<file path="src/rihc_regs.svh">
// Register offsets, bit positions and reset values of the
// region isolation handshake controller.
// Assumes word addressing on a two-bit register address.
`ifndef RIHC_REGS_SVH
`define RIHC_REGS_SVH

// Word offsets
`define RIHC_OFS_STATUS 2'h0
`define RIHC_OFS_CTRL 2'h1
`define RIHC_OFS_BLOCKED 2'h2
`define RIHC_OFS_REV 2'h3

// Status fields
`define RIHC_ST_ISO_BIT 0
`define RIHC_ST_REL_BIT 1

// Control fields
`define RIHC_CT_ISO_BIT 0
`define RIHC_CT_RST_BIT 1
`define RIHC_CT_REL_BIT 2

// Reset values
`define RIHC_CTRL_RST 3'h0
`define RIHC_WORD_ZERO 32'h0

`endif

</file>
<file path="src/rihc_pkg.sv">
// Types shared by the region isolation handshake controller.
// Assumes the constants header is compiled alongside.
package rihc_pkg;

   // Handshake sequencer states
   typedef enum logic [1:0] {
      ST_IDLE,
      ST_HALT_WAIT,
      ST_ISOLATED,
      ST_RESUME_WAIT
   } rihc_state_t;

   // Control word, bit 2 down to bit 0
   typedef struct packed {
      logic rel;
      logic rst;
      logic iso;
   } rihc_ctrl_t;

   // Status word, bit 1 down to bit 0
   typedef struct packed {
      logic rel_done;
      logic iso_done;
   } rihc_status_t;

endpackage

</file>
<file path="src/rihc_ctrl.sv">
// Region isolation handshake controller: register bank,
// halt/resume sequencer, isolation splitter, blocked merger.
// Assumes the region and its bridges run on core_clk.
`include "rihc_regs.svh"
`timescale 1ns/10ps
`default_nettype none

module rihc_ctrl
   import rihc_pkg::*;
#(
   parameter int NB = 4,
   // Arbitrary revision value
   parameter logic [31:0] REVISION = 32'h5A5A0001
) (
   input wire logic core_clk,
   input wire logic sys_rst,
   input wire logic [1:0] csr_addr,
   input wire logic csr_read,
   input wire logic csr_write,
   input wire logic [31:0] csr_writedata,
   output logic [31:0] csr_readdata,
   output logic irq,
   output logic halt_req,
   input wire logic halt_ack,
   output logic resume_req,
   input wire logic resume_ack,
   output logic region_rst,
   output logic [NB-1:0] bridge_isolate,
   input wire logic [NB-1:0] bridge_blocked
);

   // State registers
   rihc_state_t state_q, state_d;
   rihc_ctrl_t ctrl_q, ctrl_d;
   rihc_status_t stat_q, stat_d;
   logic halt_req_q, halt_req_d;
   logic resume_req_q, resume_req_d;
   logic iso_q, iso_d;
   logic [NB-1:0] bridge_iso_q, bridge_iso_d;
   logic region_rst_q, region_rst_d;
   logic [NB-1:0] blocked_q, blocked_d;
   logic irq_q, irq_d;
   logic [31:0] rdata_q, rdata_d;

   // Decoded write strobes
   logic wr_ctrl;
   logic wr_blocked;
   rihc_ctrl_t wr_val;
   logic both_req;

   // Read word for one offset, reserved bits zero
   function automatic logic [31:0] rd_word(
      input logic [1:0] addr,
      input rihc_status_t st,
      input rihc_ctrl_t ct,
      input logic [NB-1:0] blk
   );
      logic [31:0] w;
      w = `RIHC_WORD_ZERO;
      unique case (addr)
         `RIHC_OFS_STATUS: begin
            w[1:0] = st;
         end
         `RIHC_OFS_CTRL: begin
            w[2:0] = ct;
         end
         `RIHC_OFS_BLOCKED: begin
            w[NB-1:0] = blk;
         end
         `RIHC_OFS_REV: begin
            w = REVISION;
         end
      endcase
      return w;
   endfunction

   // Address decode of the register bank
   always_comb begin
      wr_ctrl = csr_write && (csr_addr == `RIHC_OFS_CTRL);
      wr_blocked = csr_write &&
         (csr_addr == `RIHC_OFS_BLOCKED);
      wr_val = rihc_ctrl_t'(csr_writedata[2:0]);
      both_req = wr_val.iso && wr_val.rel;
   end

   // Control register next value
   always_comb begin
      ctrl_d = ctrl_q;
      // Hardware clears a request once its flag is up
      if (stat_q.iso_done) begin
         ctrl_d.iso = 1'b0;
      end
      if (stat_q.rel_done) begin
         ctrl_d.rel = 1'b0;
      end
      // Software write wins over the hardware clear, except a double request, which leaves it in place
      if (wr_ctrl) begin
         ctrl_d.rst = wr_val.rst;
         if (!both_req) begin
            ctrl_d.iso = wr_val.iso;
            ctrl_d.rel = wr_val.rel;
         end
      end
   end

   // Handshake sequencer next state and outputs
   always_comb begin
      state_d = state_q;
      stat_d = stat_q;
      halt_req_d = halt_req_q;
      resume_req_d = resume_req_q;
      iso_d = iso_q;
      unique case (state_q)
         ST_IDLE: begin
            if (ctrl_q.iso && !ctrl_q.rel) begin
               halt_req_d = 1'b1;
               stat_d.rel_done = 1'b0;
               state_d = ST_HALT_WAIT;
            end
         end
         ST_HALT_WAIT: begin
            // No timeout: only ack or abandon leave
            if (!ctrl_q.iso) begin
               halt_req_d = 1'b0;
               state_d = ST_IDLE;
            end else if (halt_ack) begin
               // Region has drained its transfers
               halt_req_d = 1'b0;
               iso_d = 1'b1;
               stat_d.iso_done = 1'b1;
               state_d = ST_ISOLATED;
            end
         end
         ST_ISOLATED: begin
            if (ctrl_q.rel && !ctrl_q.iso) begin
               iso_d = 1'b0;
               resume_req_d = 1'b1;
               stat_d.iso_done = 1'b0;
               state_d = ST_RESUME_WAIT;
            end
         end
         ST_RESUME_WAIT: begin
            // Isolation is already gone here
            if (!ctrl_q.rel) begin
               resume_req_d = 1'b0;
               state_d = ST_IDLE;
            end else if (resume_ack) begin
               resume_req_d = 1'b0;
               stat_d.rel_done = 1'b1;
               state_d = ST_IDLE;
            end
         end
      endcase
   end

   // Splitter, persona reset, merger and read data
   always_comb begin
      bridge_iso_d = {NB{iso_d}};
      region_rst_d = ctrl_d.rst;
      // Sticky: a new hit wins over a write-1 clear
      blocked_d = blocked_q;
      if (wr_blocked) begin
         blocked_d = blocked_q & ~csr_writedata[NB-1:0];
      end
      blocked_d = blocked_d | bridge_blocked;
      irq_d = |blocked_d;
      rdata_d = `RIHC_WORD_ZERO;
      if (csr_read) begin
         rdata_d = rd_word(csr_addr, stat_q, ctrl_q, blocked_q);
      end
   end

   // Register all state
   always_ff @(posedge core_clk) begin
      if (sys_rst) begin
         state_q <= ST_IDLE;
         ctrl_q <= `RIHC_CTRL_RST;
         stat_q <= '0;
         halt_req_q <= 1'b0;
         resume_req_q <= 1'b0;
         iso_q <= 1'b0;
         bridge_iso_q <= '0;
         region_rst_q <= 1'b0;
         blocked_q <= '0;
         irq_q <= 1'b0;
         rdata_q <= `RIHC_WORD_ZERO;
      end else begin
         state_q <= state_d;
         ctrl_q <= ctrl_d;
         stat_q <= stat_d;
         halt_req_q <= halt_req_d;
         resume_req_q <= resume_req_d;
         iso_q <= iso_d;
         bridge_iso_q <= bridge_iso_d;
         region_rst_q <= region_rst_d;
         blocked_q <= blocked_d;
         irq_q <= irq_d;
         rdata_q <= rdata_d;
      end
   end

   // Outputs straight from flops
   assign csr_readdata = rdata_q;
   assign irq = irq_q;
   assign halt_req = halt_req_q;
   assign resume_req = resume_req_q;
   assign region_rst = region_rst_q;
   assign bridge_isolate = bridge_iso_q;
endmodule

`default_nettype wire

</file>
<file path="config.mk">
export PLATFORM = sky130hd
export DESIGN_NAME = rihc_ctrl
export DESIGN_NICKNAME = d
export VERILOG_FILES = /design/src/rihc_pkg.sv /design/src/rihc_ctrl.sv
export VERILOG_INCLUDE_DIRS = /design/src
export SDC_FILE = /design/constraint.sdc
export NUM_CORES = 1
export LEC_CHECK = 0
export BUFFER_PORTS_ARGS = -buffer_cell sky130_fd_sc_hd__buf_4
export CAP_MARGIN = 5
export CORE_MARGIN = 4
export CORE_UTILIZATION = 39
export DETAILED_ROUTE_END_ITERATION = 10
export PLACE_DENSITY = 0.83
export SYNTH_ARGS = -nofsm -noshare
export SYNTH_HDL_FRONTEND = slang
export SYNTH_SLANG_ARGS = --single-unit
</file>
<file path="constraint.sdc">
create_clock -name core_clk -period 1.21 [get_ports core_clk]
set_input_delay 0.1815 -clock core_clk [delete_from_list [all_inputs] [get_ports core_clk]]
set_output_delay 0.1815 -clock core_clk [all_outputs]
set_load 0.01 [all_outputs]
</file>
==> results of run 1 <==
==> power by group <==
| part | internal, mW | switching [mW] | total, mW |
|---|---|---|---|
| clock network | 0.116 | 0.196 | 0.313 |
| logic | 0.0908 | 0.105 | 0.196 |
| registers | 0.683 | 0.0199 | 0.703 |
| total | 0.890 | 0.322 | 1.21 |
==> logic make-up (layout without fill, tap and decap cells) <==
group	count (synthesis)	count (layout)	synth area share, %
buf+inv	44	49	26.6
simple gates	31	31	14.6
compound gates	29	29	16.5
flops	20	20	36.5
fa+ha+maj	4	4	4.56
other cells	1	20	0.342
mux	1	1	0.912
==> stage by stage <==
stage | hold slack [ps] | util [%] | instances | setup TNS (ps)
global route | 97.7 | 48.3 | 184 | 0
CTS | 92.9 | 48.2 | 184 | 0
finish | 98.3 | 48.3 | 184 | 0
floorplan | 251 | - | 149 | 0
detailed placement | 414 | 47.3 | 181 | -18.3
global placement | 407 | 47.3 | 181 | -1.73
==> worst register-to-register path: cells and delay by family (launching register included) <==
kind	cells	cell delay, ps
flops	1	410
simple gates	2	430
compound gates	1	150
==> final cells by class <==
cell class / count / area [um2] / share of cell area [%]
Clock buffer: 3 / 22.5 / 1.80
Tap cell: 30 / 37.5 / 3.00
Multi-Input combinational cell: 85 / 477 / 38.1
Inverter: 9 / 33.8 / 2.70
Sequential cell: 20 / 403 / 32.2
Timing Repair Buffer: 37 / 278 / 22.2
==> path summary, 6_finish.rpt <==
path | from | endpoint | slack (ps) | cells after the start
setup / recovery | csr_readdata[28] | csr_readdata[27] | 110 | 1
hold / removal | bridge_blocked[2] | blocked_q[2] | 100 | 3
setup reg to reg | ctrl_q[2] | stat_q[1] | 120 | 3
hold reg to reg | blocked_q[0] | csr_readdata[0] | 490 | 2
==> sequential cells by signal (all words and copies together) (netlist names), named ones only <==
| signal | count |
|---|---|
| state_q | 1 |
| ctrl_q | 2 |
| region_rst | 1 |
| csr_readdata | 5 |
| irq | 1 |
| stat_q | 2 |
| blocked_q | 4 |
| halt_req | 1 |
| bridge_isolate | 1 |
| resume_req | 1 |
==> repair_timing <==
item / 4_1_cts / 5_1_grt
gates resized for setup: 0 / 2
setup endpoints to repair: 0 / 1
hold endpoints to repair: 0 / 0
==> metal layers <==
metal / vias up / part of all wire [%] / track usage [%]
met5: - / 0 / 0
met4: 0 / 2.7 / 7.43
met3: 7 / 8.0 / 1.68
met2: 46 / 53 / 21.3
met1: 404 / 36 / 13.4
li1: 437 / - / -
==> synth_stat cells, drive strengths merged (2+ instances only) <==
master / count
a21oi: 12
buf: 33
clkbuf: 2
dfxtp: 20
ha: 4
inv: 9
nand2: 5
nand3: 6
nor2: 8
nor2b: 3
nor3: 2
nor3b: 2
o21ai: 6
==> impl_metrics.csv, run 1 <==
group,metric,value,unit
run_status,status,"complete, no violations",
drt,first_iter_violations,22,
final_layout,num-fill-cells,245,
sta,fmax,913,MHz
sta,final_max_slew_viol_count,0,
floorplan,die_y,61.0,um
drt,num_vias,894,
yosys,synth_edf_count,0,
yosys,synth_top_area_share,36.5,%
final_layout,final_common_cell,"buf_4",
power_and_ir_drop,ir_worst_vdd,0.493,mV
sta,finalSetupViolCount,0,
floorplan,dieArea,0.00373,mm2
drt,viasPerCell,4.86,
final_layout,final_area,0.00125,mm2
clocking,cts_root_buf,"clkbuf_4",
sta,finalHoldViolCount,0,
clocking,cts_buffer_depth,2,
placed_design,place_ws,-18.3,ps
drt,ant_nets,0,
floorplan,start_util,42.4,%
setup_path,required,1030,ps
yosys,netlist_instances,130,
clocking,htree_levels,1,
global_route,grt_antenna_before_repair,0,
global_route,grt_pass1_vias,750,
final_layout,diodes,0,
final_layout,final_cell_mix,"buf_4, conb_1, dfxtp_1",
yosys,synth_seq_cells,20,
drt,drt-pass1-iter-count,4,
power_and_ir_drop,finalPower,1.21,mW
sta,final.period_utilization,90.5,%
setup_path,path_max_fanout,8,
yosys,syn_area_per_cell,8.44,um2
clocking,clock-sinks,20,
setup_path,critPathSlowestCell,"dfxtp_1",
drt,wl,2.17,mm
final_layout,drive_above_1_share,27.9,%
clocking,clk_latency,300,ps
clocking,clkTransAtPathRegs,110,ps
clocking,holdBufCountCts,0,
yosys,synthesis.area,0.00110,mm2
yosys,yosys_warnings,0,
flow_run,cap_viol_max_count,0,
hold_path,min_path_type,"in -> reg",
floorplan,num_io_pins,84,
global_route,track_usage,12.0,%
final_layout,syn_to_final_growth,14.0,%
placed_design,place.gp.congestion,0.798,
sta,finalCriticalPeriod,1100,ps
sta,rsz0062_at_grt,"no",
yosys,synth_area_leader_cell,"dfxtp_1",
floorplan,core,0.00259,mm2
global_route,grt_pass1_wl,3.32,mm
drt,wire_per_inst,11.8,um
clocking,cts_setup_buffers,0,
setup_path,critPathKind,"reg -> out",
global_route,grt_max_degree,17,
final_layout,fin_nets,204,
placed_design,placed_cell_area,0.00123,mm2
placed_design,port_buffers,35,
setup_path,crit_chain,"buf_4",
placed_design,dp_hpwl,1.74,mm
clocking,cts_tree,"built",
global_route,gr-total-overflow,0,
sta,finalClockSkew,2.69,ps
yosys,ys_dominant_reg_cell,"dfxtp_1",
floorplan,die_w,61.0,um
setup_path,crit_path_max_incr_delay,450,ps
yosys,ys_types,34,
power_and_ir_drop,powerDensity,969,mW/mm2
yosys,ys_seq_area_share,36.5,%
floorplan,std_cell_rows,18,
setup_path,cp-start-kind,"flop",
drt,drc_errors,0,
setup_path,critPathTopFamily,"flip-flops",
yosys,ys_async_sr_fraction,0,%
power_and_ir_drop,leakage,0.578,nW
clocking,cts_inserted_buffers,3,
yosys,synth.area.top_cells,"dfxtp_1, buf_4, a21oi_1",
setup_path,crit_buf_inv,1,
setup_path,arrival,910,ps
sta,layout_setup_ws,115,ps
setup_path,end_kind,"output pin",
(Power assumes the default switching activity.)
==> inputs of run 2 (changes only) <==
Settings changed: ABC_AREA set to 1.
==> impl_metrics.csv, run 2 <==
group,metric,value,unit
sta,final_max_slew_viol_count,0,
yosys,synth_commonest_cells,"buf_4, nand2_1, dfxtp_1, nor2_1, inv_1",
setup_path,critPathSlowestCell,"dfxtp_1",
drt,first_iter_violations,27,
final_layout,fin_util,46.9,%
floorplan,die_y,61.3,um
setup_path,critPathKind,"reg -> out",
setup_path,crit_chain,"buf_4",
yosys,yosysMostFrequentCell,"buf_4",
floorplan,std_cell_rows,19,
sta,final.period_utilization,91.7,%
placed_design,place.gp.congestion,0.875,
final_layout,num-fill-cells,288,
sta,layout_setup_ws,100,ps
power_and_ir_drop,powerDensity,964,mW/mm2
final_layout,fin_nets,229,
global_route,grt_pass1_wl,3.39,mm
flow_run,cap_viol_max_count,0,
power_and_ir_drop,ir_worst_vdd,0.520,mV
yosys,synth_top_area_share,36.2,%
clocking,clkTransAtPathRegs,100,ps
clocking,cts_inserted_buffers,3,
yosys,netlist_instances,153,
placed_design,placed_cell_area,0.00125,mm2
clocking,clk_latency,290,ps
sta,final.setup.tns,0,ps
placed_design,port_buffers,35,
drt,drc_errors,0,
floorplan,core,0.00273,mm2
global_route,grt_antenna_before_repair,0,
final_layout,final_common_cell,"buf_4",
power_and_ir_drop,power_frac_seq,57.5,%
power_and_ir_drop,combPwrFrac,17.5,%
drt,wl,2.07,mm
sta,finalClockSkew,1.30,ps
global_route,grt_pass1_vias,821,
yosys,ys_async_sr_fraction,0,%
yosys,yosys_warnings,0,
setup_path,crit_path_max_incr_delay,460,ps
drt,wire_per_inst,9.87,um
yosys,syn_area_per_cell,7.24,um2
yosys,synth.area.top_cells,"dfxtp_1, buf_4, nand2_1",
setup_path,end_kind,"output pin",
setup_path,path_max_fanout,8,
clocking,cts_tree,"built",
final_layout,drive_above_1_share,26.3,%
final_layout,largest_register_ffs,5,
yosys,synth_area_leader_cell,"dfxtp_1",
power_and_ir_drop,leakage,0.642,nW
clocking,clock-sinks,20,
clocking,htree_levels,1,
setup_path,crit_buf_inv,1,
drt,num_vias,936,
drt,drt-pass1-iter-count,4,
yosys,ys_seq_area_share,36.2,%
yosys,synth_seq_cells,20,
power_and_ir_drop,intPower,893,uW
floorplan,num_io_pins,84,
final_layout,final_area,0.00128,mm2
yosys,ys_dominant_reg_cell,"dfxtp_1",
sta,finalSetupViolCount,0,
yosys,synthesis.area,0.00111,mm2
final_layout,diodes,0,
final_layout,final_cell_mix,"buf_4, nand2_1, conb_1",
setup_path,required,1030,ps
drt,ant_nets,0,
sta,finalHoldViolCount,0,
hold_path,min_path_type,"in -> reg",
yosys,ys_types,20,
sta,fmax,901,MHz
floorplan,die_w,61.3,um
placed_design,dp_hpwl,1.72,mm
yosys,synth_edf_count,0,
global_route,track_usage,12.0,%
clocking,cts_buffer_depth,2,
floorplan,start_util,40.5,%
drt,viasPerCell,4.46,
global_route,grt_max_degree,13,
global_route,gr-total-overflow,0,
sta,finalCriticalPeriod,1110,ps
run_status,status,"complete, no violations",
sta,holdWs,99.7,ps
floorplan,dieArea,0.00376,mm2
setup_path,critPathTopFamily,"flip-flops",
setup_path,cp-start-kind,"flop",
power_and_ir_drop,pwr-share-clk,25.0,%
power_and_ir_drop,switchingPower,343,uW
sta,rsz0062_at_grt,"no",
clocking,cts_root_buf,"clkbuf_4",
placed_design,place_ws,4.35,ps
final_layout,syn_to_final_growth,15.7,%
power_and_ir_drop,p_sw_share,27.7,%
setup_path,arrival,930,ps
-- run 2: cell type report --
class | instances | area (um2) | area share (%)
clock buffers | 3 | 22.5 | 1.76
multi-input cells | 103 | 477 | 37.2
repair buffers | 37 | 278 | 21.7
flip-flops and latches | 20 | 405 | 31.6
inverters | 16 | 60.1 | 4.69
well taps | 31 | 38.8 | 3.03
-- run 2: kinds of logic (layout without fill, tap and decap cells) --
| kind of cell | after synthesis | after routing | synth area share, % |
|---|---|---|---|
| compound gates | 21 | 21 | 10.5 |
| fa+ha+maj | 4 | 4 | 4.52 |
| buf+inv | 49 | 56 | 27.2 |
| flops | 20 | 20 | 36.2 |
| other cells | 1 | 20 | 0.339 |
| simple gates | 58 | 58 | 21.2 |
-- run 2: timing repair --
| action | 4_1_cts | 5_1_grt |
|---|---|---|
| hold buffers | 0 | 0 |
| endpoints found under the setup margin | 0 | 3 |
| setup buffers | 0 | 0 |
| resized for setup | 0 | 4 |
-- run 2: metrics by stage --
step | total power [mW] | cells
floorplan | 0.904 | 172
global placement | 0.935 | 207
detailed placement | 0.939 | 207
CTS | 1.24 | 210
global route | 1.32 | 210
finish | 1.24 | 210
-- run 2: final timing paths --
kind / start / depth (start not counted) / end / slack [ps]
max: csr_readdata[28] / 1 / csr_readdata[28] / 100
min: bridge_blocked[2] / 3 / blocked_q[2] / 100
max reg2reg: ctrl_q[0] / 7 / flop / 120
min reg2reg: blocked_q[3] / 2 / csr_readdata[3] / 470
-- run 2: power by group through the flow --
stage          Combinational [mW]  Clock, mW  Sequential (mW)
2_1_floorplan               0.181          0            0.722
3_3_place_gp                0.211          0            0.724
3_5_place_dp                0.215          0            0.724
4_1_cts                     0.216      0.316            0.709
5_1_grt                     0.249      0.354            0.717
6_report                    0.216      0.309            0.711
-- run 2: metal layers --
metal	routed length [um]	track usage, %	up-vias
met5	0	0	-
met1	857	14.9	404
li1	-	-	484
met4	11	6.50	0
met3	233	2.73	2
met2	970	19.2	46
